## src/pac_pkg.sv

```systemverilog
// Package for the pulse accumulator: register map, field positions, reset
// values and timing counts.
// Assumes an 8-bit register port on a single 125 MHz clock.
package pac_pkg;

  // Register offsets (byte addresses)
  localparam logic [7:0] PAC_OFS_MASK = 8'h24;
  localparam logic [7:0] PAC_OFS_FLAG = 8'h25;
  localparam logic [7:0] PAC_OFS_CTRL = 8'h26;
  localparam logic [7:0] PAC_OFS_COUNT = 8'h27;

  // Field positions shared by mask and flag registers
  localparam int PAC_BIT_OVF = 5;
  localparam int PAC_BIT_EDGE = 4;

  // Field positions of the control register
  localparam int PAC_BIT_ENABLE = 6;
  localparam int PAC_BIT_MODE = 5;
  localparam int PAC_BIT_EDGESEL = 4;

  // Reset values
  localparam logic [7:0] PAC_RST_MASK = 8'h00;
  localparam logic [7:0] PAC_RST_FLAG = 8'h00;
  localparam logic [7:0] PAC_RST_CTRL = 8'h00;
  localparam logic [7:0] PAC_RST_COUNT = 8'h00;

  // Gated time base: bus clock divided by this figure
  localparam int PAC_GATE_DIV = 64;

  // Counter width
  localparam int PAC_COUNT_W = 8;

endpackage : pac_pkg

```

## src/pac_div.sv

```systemverilog
// Free-running divider producing a one-cycle enable pulse every DIV cycles.
// Assumes a single clock domain.
`timescale 1ns/1ps
module pac_div #(
  parameter int DIV = 64
) (
  input wire logic i_clock,
  input wire logic i_rst,
  output logic o_tick
);

  localparam int CW = $clog2(DIV);
  localparam logic [CW-1:0] LAST = CW'(DIV - 1);

  logic [CW-1:0] cnt_reg;

  // Runs free regardless of mode so the gated time base never restarts
  always_ff @(posedge i_clock or posedge i_rst) begin
    if (i_rst) begin
      cnt_reg <= '0;
      o_tick <= 1'b0;
    end else begin
      o_tick <= (cnt_reg == LAST);
      if (cnt_reg == LAST) begin
        cnt_reg <= '0;
      end else begin
        cnt_reg <= cnt_reg + 1'b1;
      end
    end
  end

endmodule : pac_div

```

## src/pac_sync.sv

```systemverilog
// Three-stage input synchroniser with agreement of the last two stages.
// Assumes the input is asynchronous to i_clock.
`timescale 1ns/1ps
module pac_sync (
  input wire logic i_clock,
  input wire logic i_rst,
  input wire logic i_async,
  output logic o_level
);

  logic meta_reg;
  logic s2_reg;
  logic s3_reg;

  // First stage feeds only the second; level moves once two and three agree
  always_ff @(posedge i_clock or posedge i_rst) begin
    if (i_rst) begin
      meta_reg <= 1'b0;
      s2_reg <= 1'b0;
      s3_reg <= 1'b0;
      o_level <= 1'b0;
    end else begin
      meta_reg <= i_async;
      s2_reg <= meta_reg;
      s3_reg <= s2_reg;
      if (s2_reg == s3_reg) begin
        o_level <= s3_reg;
      end
    end
  end

endmodule : pac_sync

```

## src/pac_top.sv

```systemverilog
// Pulse accumulator: 8-bit event counter or gated time accumulator with
// overflow and input-edge flags, mask register and one interrupt output.
// Assumes a register master on i_clock and an asynchronous input pin.
//
// Added by the designer: the address-and-strobe port.
`timescale 1ns/1ps

// How it works
// - 8-bit counter, event or gated-time mode
// - Count readable and writable at any time
// - Event mode: pin edges advance the count
// - Gated mode: pin gates bus clock over 64
// - Overflow flag with mask bit 5 interrupts
// - Edge flag with mask bit 4 interrupts
// - Mask bits pair with same flag bits
// - Overflow flag set on roll to zero
// - Edge flag set on selected active edge
// - Write one clears only that flag
// - Mode and edge bits pick edge or level
module pac_top
  import pac_pkg::*;
#(
  parameter int GATE_DIV = PAC_GATE_DIV
) (
  input wire logic i_clock,
  input wire logic i_rst,
  input wire logic [7:0] i_addr,
  input wire logic [7:0] i_wdata,
  input wire logic i_wr,
  input wire logic i_rd,
  output logic [7:0] o_rdata,
  input wire logic i_accum_input_pin,
  output logic o_irq
);

  ////////////////////////////////////////////////////////////////////////
  // Declarations

  logic [7:0] timer_irq_mask_two_reg;
  logic [7:0] timer_irq_flag_two_reg;
  logic [7:0] ctrl_reg;
  logic [PAC_COUNT_W-1:0] accum_count_value_reg;
  logic [PAC_COUNT_W-1:0] count_next;
  logic accum_input;
  logic accum_input_prev_reg;
  logic gate_tick;
  logic accum_enable;
  logic accum_mode_sel;
  logic accum_edge_sel;
  logic edge_active;
  logic count_step;
  logic ovf_event;
  logic edge_event;
  logic wr_mask;
  logic wr_flag;
  logic wr_ctrl;
  logic wr_count;
  logic [7:0] flag_next;
  logic [7:0] mask_next;

  ////////////////////////////////////////////////////////////////////////
  // Input conditioning and time base

  pac_sync u_sync (
    .i_clock(i_clock),
    .i_rst(i_rst),
    .i_async(i_accum_input_pin),
    .o_level(accum_input)
  );

  pac_div #(
    .DIV(GATE_DIV)
  ) u_div (
    .i_clock(i_clock),
    .i_rst(i_rst),
    .o_tick(gate_tick)
  );

  // Previous filtered level for edge detection
  always_ff @(posedge i_clock or posedge i_rst) begin
    if (i_rst) begin
      accum_input_prev_reg <= 1'b0;
    end else begin
      accum_input_prev_reg <= accum_input;
    end
  end

  ////////////////////////////////////////////////////////////////////////
  // Counting

  assign accum_enable = ctrl_reg[PAC_BIT_ENABLE];
  assign accum_mode_sel = ctrl_reg[PAC_BIT_MODE];
  assign accum_edge_sel = ctrl_reg[PAC_BIT_EDGESEL];

  // Selected edge: edge 0 falling, edge 1 rising, in both modes
  assign edge_active = accum_edge_sel ? (accum_input & ~accum_input_prev_reg)
                                      : (~accum_input & accum_input_prev_reg);

  // Event mode counts edges; gated mode counts ticks unless the pin
  // shows the inhibiting level (edge bit equal to the pin level)
  always_comb begin
    count_step = 1'b0;
    if (accum_enable) begin
      if (!accum_mode_sel) begin
        count_step = edge_active;
      end else begin
        count_step = gate_tick & (accum_input != accum_edge_sel);
      end
    end
  end

  assign count_next = accum_count_value_reg + 1'b1;
  assign ovf_event = count_step & (accum_count_value_reg == {PAC_COUNT_W{1'b1}});
  assign edge_event = accum_enable & edge_active;

  // A software write wins over a same-cycle step so the written value sticks
  always_ff @(posedge i_clock or posedge i_rst) begin
    if (i_rst) begin
      accum_count_value_reg <= PAC_RST_COUNT;
    end else if (wr_count) begin
      accum_count_value_reg <= i_wdata;
    end else if (count_step) begin
      accum_count_value_reg <= count_next;
    end
  end

  ////////////////////////////////////////////////////////////////////////
  // Register port

  assign wr_mask = i_wr & (i_addr == PAC_OFS_MASK);
  assign wr_flag = i_wr & (i_addr == PAC_OFS_FLAG);
  assign wr_ctrl = i_wr & (i_addr == PAC_OFS_CTRL);
  assign wr_count = i_wr & (i_addr == PAC_OFS_COUNT);

  // Only the two accumulator bits exist in the mask and flag registers
  localparam logic [7:0] flag_impl = 8'h30;

  // Mask register; its next value also feeds the interrupt register
  assign mask_next = wr_mask ? (i_wdata & flag_impl) : timer_irq_mask_two_reg;

  always_ff @(posedge i_clock or posedge i_rst) begin
    if (i_rst) begin
      timer_irq_mask_two_reg <= PAC_RST_MASK;
    end else begin
      timer_irq_mask_two_reg <= mask_next;
    end
  end

  // Control register
  always_ff @(posedge i_clock or posedge i_rst) begin
    if (i_rst) begin
      ctrl_reg <= PAC_RST_CTRL;
    end else if (wr_ctrl) begin
      ctrl_reg <= i_wdata & 8'h70;
    end
  end

  // Flags: write one clears, a set in the same cycle wins
  always_comb begin
    flag_next = timer_irq_flag_two_reg;
    if (wr_flag) begin
      flag_next = flag_next & ~(i_wdata & flag_impl);
    end
    if (ovf_event) begin
      flag_next[PAC_BIT_OVF] = 1'b1;
    end
    if (edge_event) begin
      flag_next[PAC_BIT_EDGE] = 1'b1;
    end
  end

  always_ff @(posedge i_clock or posedge i_rst) begin
    if (i_rst) begin
      timer_irq_flag_two_reg <= PAC_RST_FLAG;
    end else begin
      timer_irq_flag_two_reg <= flag_next;
    end
  end

  // Read data stand for one cycle after the strobe, zero otherwise
  always_ff @(posedge i_clock or posedge i_rst) begin
    if (i_rst) begin
      o_rdata <= 8'h00;
    end else if (i_rd) begin
      unique case (i_addr)
        PAC_OFS_MASK: o_rdata <= timer_irq_mask_two_reg;
        PAC_OFS_FLAG: o_rdata <= timer_irq_flag_two_reg;
        PAC_OFS_CTRL: o_rdata <= ctrl_reg;
        PAC_OFS_COUNT: o_rdata <= accum_count_value_reg;
        default: o_rdata <= 8'h00;
      endcase
    end else begin
      o_rdata <= 8'h00;
    end
  end

  ////////////////////////////////////////////////////////////////////////
  // Interrupt

  // Registered from next flag and mask state so a mask write shows at once
  always_ff @(posedge i_clock or posedge i_rst) begin
    if (i_rst) begin
      o_irq <= 1'b0;
    end else begin
      o_irq <= |(flag_next & mask_next);
    end
  end

  ////////////////////////////////////////////////////////////////////////
  // Assertions

  AST_OVF_IRQ: assert property (@(posedge i_clock) disable iff (i_rst)
    (timer_irq_flag_two_reg[PAC_BIT_OVF] && timer_irq_mask_two_reg[PAC_BIT_OVF]) |-> o_irq)
    else $error("overflow flag enabled but no interrupt");

  AST_EDGE_IRQ: assert property (@(posedge i_clock) disable iff (i_rst)
    (timer_irq_flag_two_reg[PAC_BIT_EDGE] && timer_irq_mask_two_reg[PAC_BIT_EDGE]) |-> o_irq)
    else $error("edge flag enabled but no interrupt");

  AST_MASKED_QUIET: assert property (@(posedge i_clock) disable iff (i_rst)
    ((timer_irq_flag_two_reg & timer_irq_mask_two_reg) == 8'h00) |-> !o_irq)
    else $error("interrupt with no enabled flag");

  AST_OVF_SET: assert property (@(posedge i_clock) disable iff (i_rst)
    (count_step && !wr_count && accum_count_value_reg == 8'hff)
      |=> (accum_count_value_reg == 8'h00) && timer_irq_flag_two_reg[PAC_BIT_OVF])
    else $error("rollover did not set overflow flag");

  AST_EDGE_SET: assert property (@(posedge i_clock) disable iff (i_rst)
    edge_event |=> timer_irq_flag_two_reg[PAC_BIT_EDGE])
    else $error("edge flag not set");

  AST_W1C: assert property (@(posedge i_clock) disable iff (i_rst)
    (wr_flag && !i_wdata[PAC_BIT_EDGE] && timer_irq_flag_two_reg[PAC_BIT_EDGE])
      |=> timer_irq_flag_two_reg[PAC_BIT_EDGE])
    else $error("flag cleared without a one written");

  AST_HOLD_OFF: assert property (@(posedge i_clock) disable iff (i_rst)
    (!accum_enable && !wr_count) |=> $stable(accum_count_value_reg))
    else $error("count moved while disabled");

  AST_WRITE_COUNT: assert property (@(posedge i_clock) disable iff (i_rst)
    wr_count |=> (accum_count_value_reg == $past(i_wdata)))
    else $error("count write lost");

  AST_GATED_INHIBIT: assert property (@(posedge i_clock) disable iff (i_rst)
    (accum_mode_sel && accum_input == accum_edge_sel && !wr_count)
      |=> $stable(accum_count_value_reg))
    else $error("gated count advanced while inhibited");

  AST_EVENT_STEP: assert property (@(posedge i_clock) disable iff (i_rst)
    (accum_enable && !accum_mode_sel && edge_active && !wr_count)
      |=> (accum_count_value_reg == $past(count_next)))
    else $error("event edge did not advance count");

  AST_GATED_RATE: assert property (@(posedge i_clock) disable iff (i_rst)
    gate_tick |=> !gate_tick [*7])
    else $error("gate ticks too close");

  // Cycles since the last gate tick; a repetition count cannot span a
  // full gate period, so the spacing is checked on this counter instead
  logic [15:0] tick_gap_reg;
  logic tick_seen_reg;

  always_ff @(posedge i_clock or posedge i_rst) begin
    if (i_rst) begin
      tick_gap_reg <= 16'h0000;
      tick_seen_reg <= 1'b0;
    end else if (gate_tick) begin
      tick_gap_reg <= 16'h0001;
      tick_seen_reg <= 1'b1;
    end else if (tick_gap_reg != 16'hffff) begin
      tick_gap_reg <= tick_gap_reg + 16'h0001;
    end
  end

  AST_TICK_SPACING: assert property (@(posedge i_clock) disable iff (i_rst)
    (gate_tick && tick_seen_reg) |-> (tick_gap_reg == 16'(GATE_DIV)))
    else $error("gate tick spacing wrong");

  AST_TICK_DUE: assert property (@(posedge i_clock) disable iff (i_rst)
    (tick_seen_reg && tick_gap_reg == 16'(GATE_DIV)) |-> gate_tick)
    else $error("gate tick missing");

  AST_GATED_STEP: assert property (@(posedge i_clock) disable iff (i_rst)
    (accum_enable && accum_mode_sel && gate_tick && accum_input != accum_edge_sel && !wr_count)
      |=> (accum_count_value_reg == $past(count_next)))
    else $error("gated tick did not advance count");

  AST_IRQ_LEVEL: assert property (@(posedge i_clock) disable iff (i_rst)
    o_irq == |(timer_irq_flag_two_reg & timer_irq_mask_two_reg))
    else $error("interrupt does not follow flags and mask");

  AST_OVF_CLEAR: assert property (@(posedge i_clock) disable iff (i_rst)
    (wr_flag && i_wdata[PAC_BIT_OVF] && !ovf_event)
      |=> !timer_irq_flag_two_reg[PAC_BIT_OVF])
    else $error("overflow flag not cleared by write of one");

  AST_EDGE_CLEAR: assert property (@(posedge i_clock) disable iff (i_rst)
    (wr_flag && i_wdata[PAC_BIT_EDGE] && !edge_event)
      |=> !timer_irq_flag_two_reg[PAC_BIT_EDGE])
    else $error("edge flag not cleared by write of one");

  AST_OVF_ONLY: assert property (@(posedge i_clock) disable iff (i_rst)
    (!ovf_event && !timer_irq_flag_two_reg[PAC_BIT_OVF])
      |=> !timer_irq_flag_two_reg[PAC_BIT_OVF])
    else $error("overflow flag set with no rollover");

  AST_EDGE_ONLY: assert property (@(posedge i_clock) disable iff (i_rst)
    (!edge_event && !timer_irq_flag_two_reg[PAC_BIT_EDGE])
      |=> !timer_irq_flag_two_reg[PAC_BIT_EDGE])
    else $error("edge flag set with no edge");

  AST_OFF_NO_FLAG: assert property (@(posedge i_clock) disable iff (i_rst)
    !accum_enable
      |=> ((timer_irq_flag_two_reg & ~$past(timer_irq_flag_two_reg)) == 8'h00))
    else $error("flag set while disabled");

  AST_UNIMPL_ZERO: assert property (@(posedge i_clock) disable iff (i_rst)
    ((timer_irq_flag_two_reg | timer_irq_mask_two_reg) & ~flag_impl) == 8'h00)
    else $error("unimplemented mask or flag bit set");

  AST_READ_IDLE: assert property (@(posedge i_clock) disable iff (i_rst)
    !i_rd |=> (o_rdata == 8'h00))
    else $error("read data not zero outside a read");

  AST_READ_COUNT: assert property (@(posedge i_clock) disable iff (i_rst)
    (i_rd && i_addr == PAC_OFS_COUNT)
      |=> (o_rdata == $past(accum_count_value_reg)))
    else $error("count read returned wrong value");

  AST_READ_MASK: assert property (@(posedge i_clock) disable iff (i_rst)
    (i_rd && i_addr == PAC_OFS_MASK)
      |=> (o_rdata == $past(timer_irq_mask_two_reg)))
    else $error("mask read returned wrong value");

  AST_READ_FLAG: assert property (@(posedge i_clock) disable iff (i_rst)
    (i_rd && i_addr == PAC_OFS_FLAG) |=> (o_rdata == $past(timer_irq_flag_two_reg)))
    else $error("flag read returned wrong value");

  COV_ROLL: cover property (@(posedge i_clock) disable iff (i_rst) ovf_event);
  COV_EDGE: cover property (@(posedge i_clock) disable iff (i_rst) edge_event);
  COV_GATED: cover property (@(posedge i_clock) disable iff (i_rst)
    accum_mode_sel && count_step);
  COV_IRQ: cover property (@(posedge i_clock) disable iff (i_rst) $rose(o_irq));

endmodule : pac_top

```

## config.mk

```make
export PLATFORM = sky130hd
export DESIGN_NAME = pac_top
export DESIGN_NICKNAME = d
export VERILOG_FILES = /design/src/pac_pkg.sv /design/src/pac_div.sv /design/src/pac_sync.sv /design/src/pac_top.sv
export SDC_FILE = /design/constraint.sdc
export NUM_CORES = 1
export LEC_CHECK = 0
export ABC_AREA = 1
export BUFFER_PORTS_ARGS = -buffer_cell sky130_fd_sc_hd__buf_4
export CAP_MARGIN = 10
export CORE_ASPECT_RATIO = 0.9
export CORE_MARGIN = 2
export CORE_UTILIZATION = 35
export DETAILED_ROUTE_END_ITERATION = 12
export PLACE_DENSITY = 0.52
export SLEW_MARGIN = 10
export SYNTH_ARGS = -nofsm -noshare
export SYNTH_HDL_FRONTEND = slang
export SYNTH_HIERARCHICAL = 1
export SYNTH_SLANG_ARGS = --single-unit
```

## constraint.sdc

```tcl
create_clock -name i_clock -period 3.6 [get_ports i_clock]
set_clock_uncertainty 0.2 [all_clocks]
set_input_delay 0.18 -clock i_clock [delete_from_list [all_inputs] [get_ports i_clock]]
set_output_delay 0.18 -clock i_clock [all_outputs]
set_load 0.05 [all_outputs]
```

==> impl_metrics.csv <==
group,metric,value,unit
synthesis,syn_nets,246,
power_and_ir_drop,p_leak,1.14,nW
synthesis,synth_xor_area_frac,0.0284,
floorplanning,die_x,80.6,um
timing,fmax,632,MHz
floorplanning,die_y,72.9,um
power_and_ir_drop,power.total,0.972,mW
clock_network,clk_latency,0.29,ns
floorplanning,dieArea,5880,um^2
setup_path,cp.arrival,1.61,ns
global_routing,grt_pass1_wl,6.40,mm
final_layout,diodes,0,
synthesis,synth_top_family_by_area,"simple AND/OR/NAND/NOR gates",
drt,drc,0,
global_routing,grt_use_total,0.144,
floorplanning,core-area,5160,um^2
synthesis,synthAdderAreaFrac,0.0135,
floorplanning,initial_core_util,0.358,
global_routing,grt_start_max_net_pins,26,
power_and_ir_drop,p_per_area,416,nW/um^2
synthesis,syn_area_per_cell,8.29,um^2
place,place_hpwl,2.71,mm
power_and_ir_drop,ir_drop,0.210,mV
synthesis,muxShareOfSynthArea,0,
setup_path,cp_max_fo,5,
synthesis,synth-seq-area-share,0.487,
floorplanning,boundaryPins,30,
synthesis,netlist_instances,223,
timing,hold_viol,0,
setup_path,end_kind,"register",
clock_network,cts_tree,"yes",
place,gp_congestion,0.731,
timing,setup_violations,0,
timing,fin_crit_sh,0.439,
drt,routed_wl,3.64,mm
synthesis,syn-cell-area,1850,um^2
drt,vias_per_cell,4.41,
place,numPortBuffers,29,
final_layout,layout.nets,290,
timing,tns,0,ns
clock_network,ctsRootBufferMaster,"clkbuf_8",
synthesis,synth_cell_type_count,23,
synthesis,ys_ff_latch,36,
clock_network,path_clk_slew,0.08,ns
clock_network,cts.sinks,36,
final_layout,final_layout_size_suffix_gt1_frac,0.213,
timing,worst_pin_slew,1.01,ns
timing,min_period,1.58,ns
global_routing,overflow,0,
clock_network,cts_max_level,2,
drt,drt_iter0_markers,51,
setup_path,crit_required,3.62,ns
global_routing,grt_pass1_vias,1427,
clock_network,clockBufferDepth,2,
drt,via_count,1479,
min_path,hp-class,"in2reg",
status,outcome,"completed",
drt,dr.pass1.iters,4,
job,cap_violations,0,
synthesis,synth-compound-area-share,0.0569,
timing,relSlewSlack,0.326,
setup_path,startpoint_type,"register",
global_routing,antenna_found_initial,0,
timing,drv_slew,0,
synthesis,yosysWarnings,6,
final_layout,area_delta_synth_final,26.5,%
floorplanning,rows,25,
final_layout,fillers,533,
setup_path,worstSetupPathType,"reg2reg",
timing,rsz0062_at_grt,"false",
drt,antenna_left,0,
synthesis,synth-simple-area-share,0.330,
clock_network,post_cts_buffers,0,
clock_network,numCtsBuffers,5,
drt,detail_route.wl_per_cell,10.9,um
-- cells by family (layout without fill, tap and decap cells) --
logic type,after synthesis,in the layout
XOR/XNOR,6,6
AO/OA/AOI/OAI,20,20
buffers and inverters,35,80
adder cells (fa/ha/maj),2,2
flip-flops,36,36
AND/OR/NAND/NOR,124,124
-- synthesized netlist by cell type (all sizes together) --
| library cell | count | area [um^2] |
|---|---|---|
| ha | 2 | 25.0 |
| xor2 | 5 | 43.8 |
| xnor2 | 1 | 8.76 |
| buf | 3 | 33.8 |
| nand3 | 25 | 175 |
| nand4 | 3 | 18.8 |
| inv | 32 | 120 |
| a21oi | 3 | 15.0 |
| nand2 | 71 | 277 |
| dfrtp | 36 | 901 |
| o22ai | 1 | 6.26 |
| o21ai | 16 | 83.8 |
| nor3 | 3 | 15.0 |
| nor2 | 20 | 110 |
| nor3b | 2 | 15.0 |
-- layout make-up --
type	instances	area, um^2	area share
Clock buffer	5	68.8	0.0294
Clock inverter	3	42.5	0.0182
Inverter	32	120	0.0514
Sequential cell	36	901	0.385
Multi-Input combinational cell	152	793	0.339
Timing Repair Buffer	40	328	0.140
Tap cell	67	83.8	0.0359
-- worst max-delay path, cell delays in order (launching register included) --
cell	delay (ns)
dfrtp_1	0.44
ha_1	0.21
nand3_1	0.16
nor2_1	0.16
nand2_1	0.06
nand2_1	0.07
nand3_2	0.06
nand2_1	0.06
nand2_1	0.04
nand2_1	0.06
-- layout by cell type (no fill, tap or decap) --
| cell | instances |
|---|---|
| o21ai_2 | 1 |
| clkinvlp_4 | 1 |
| nor2_4 | 4 |
| nand3_2 | 5 |
| nand4_1 | 3 |
| nand3_4 | 2 |
| nand2_2 | 4 |
| o21ai_0 | 10 |
| o22ai_1 | 1 |
| nand2_1 | 67 |
| nor3b_1 | 2 |
| ha_1 | 2 |
| inv_2 | 2 |
| xor2_1 | 5 |
| nor2_2 | 2 |
| clkbuf_8 | 5 |
| buf_4 | 29 |
| dlygate4sd3_1 | 11 |
| nand3_1 | 18 |
| nor2_1 | 14 |
| clkinv_2 | 1 |
| inv_1 | 30 |
| dfrtp_1 | 36 |
| bufinv_16 | 1 |
| xnor2_1 | 1 |
| a21oi_1 | 3 |
| nor3_1 | 3 |
| o21ai_1 | 5 |
-- final timing paths --
path	endpoint	cells after the start	slack, ns	startpoint
setup / recovery	accum_count_value_reg[6]	9	2.02	accum_count_value_reg[0]
setup reg to reg	accum_count_value_reg[6]	9	2.02	accum_count_value_reg[0]
min in group asynchronous	u_sync/meta_reg	3	0.13	i_rst
hold reg to reg	u_sync/s2_reg	0	0.15	u_sync/meta_reg
max in group asynchronous	accum_count_value_reg[6]	3	2.09	i_rst
hold / removal	o_rdata[0]	5	0.08	i_addr[1]
-- where the power goes --
part           internal (mW)  switching, mW
Clock                  0.205          0.149
Combinational         0.0705         0.0833
Sequential             0.434         0.0308
Total                  0.709          0.263
-- metal layers --
| layer | vias up | GRT usage | share of wire |
|---|---|---|---|
| li1 | 788 | - | - |
| met1 | 661 | 0.193 | 0.49 |
| met2 | 22 | 0.219 | 0.45 |
| met3 | 8 | 0.0384 | 0.038 |
| met4 | 0 | 0.0678 | 0.021 |
| met5 | - | 0 | 0 |
-- what timing repair did --
item,4_1_cts,5_1_grt
endpoints found under the hold margin,51,0
setup endpoints to repair,0,0
resized for setup,0,0
hold buffers,11,0
-- metrics by stage --
step / cell area [um^2] / hold slack, ns / instances / util / setup WS (ns)
3_5_place_dp: 2120 / -0.109 / 316 / 0.410 / 1.90
6_report: 2340 / 0.0783 / 335 / 0.453 / 2.02
4_1_cts: 2340 / 0.0743 / 335 / 0.453 / 2.01
5_1_grt: 2340 / 0.0720 / 335 / 0.453 / 1.85
2_1_floorplan: 1850 / -0.254 / 223 / - / 2.22
3_3_place_gp: 2120 / -0.110 / 316 / 0.410 / 1.89
Power figures use the tool's default switching activity.
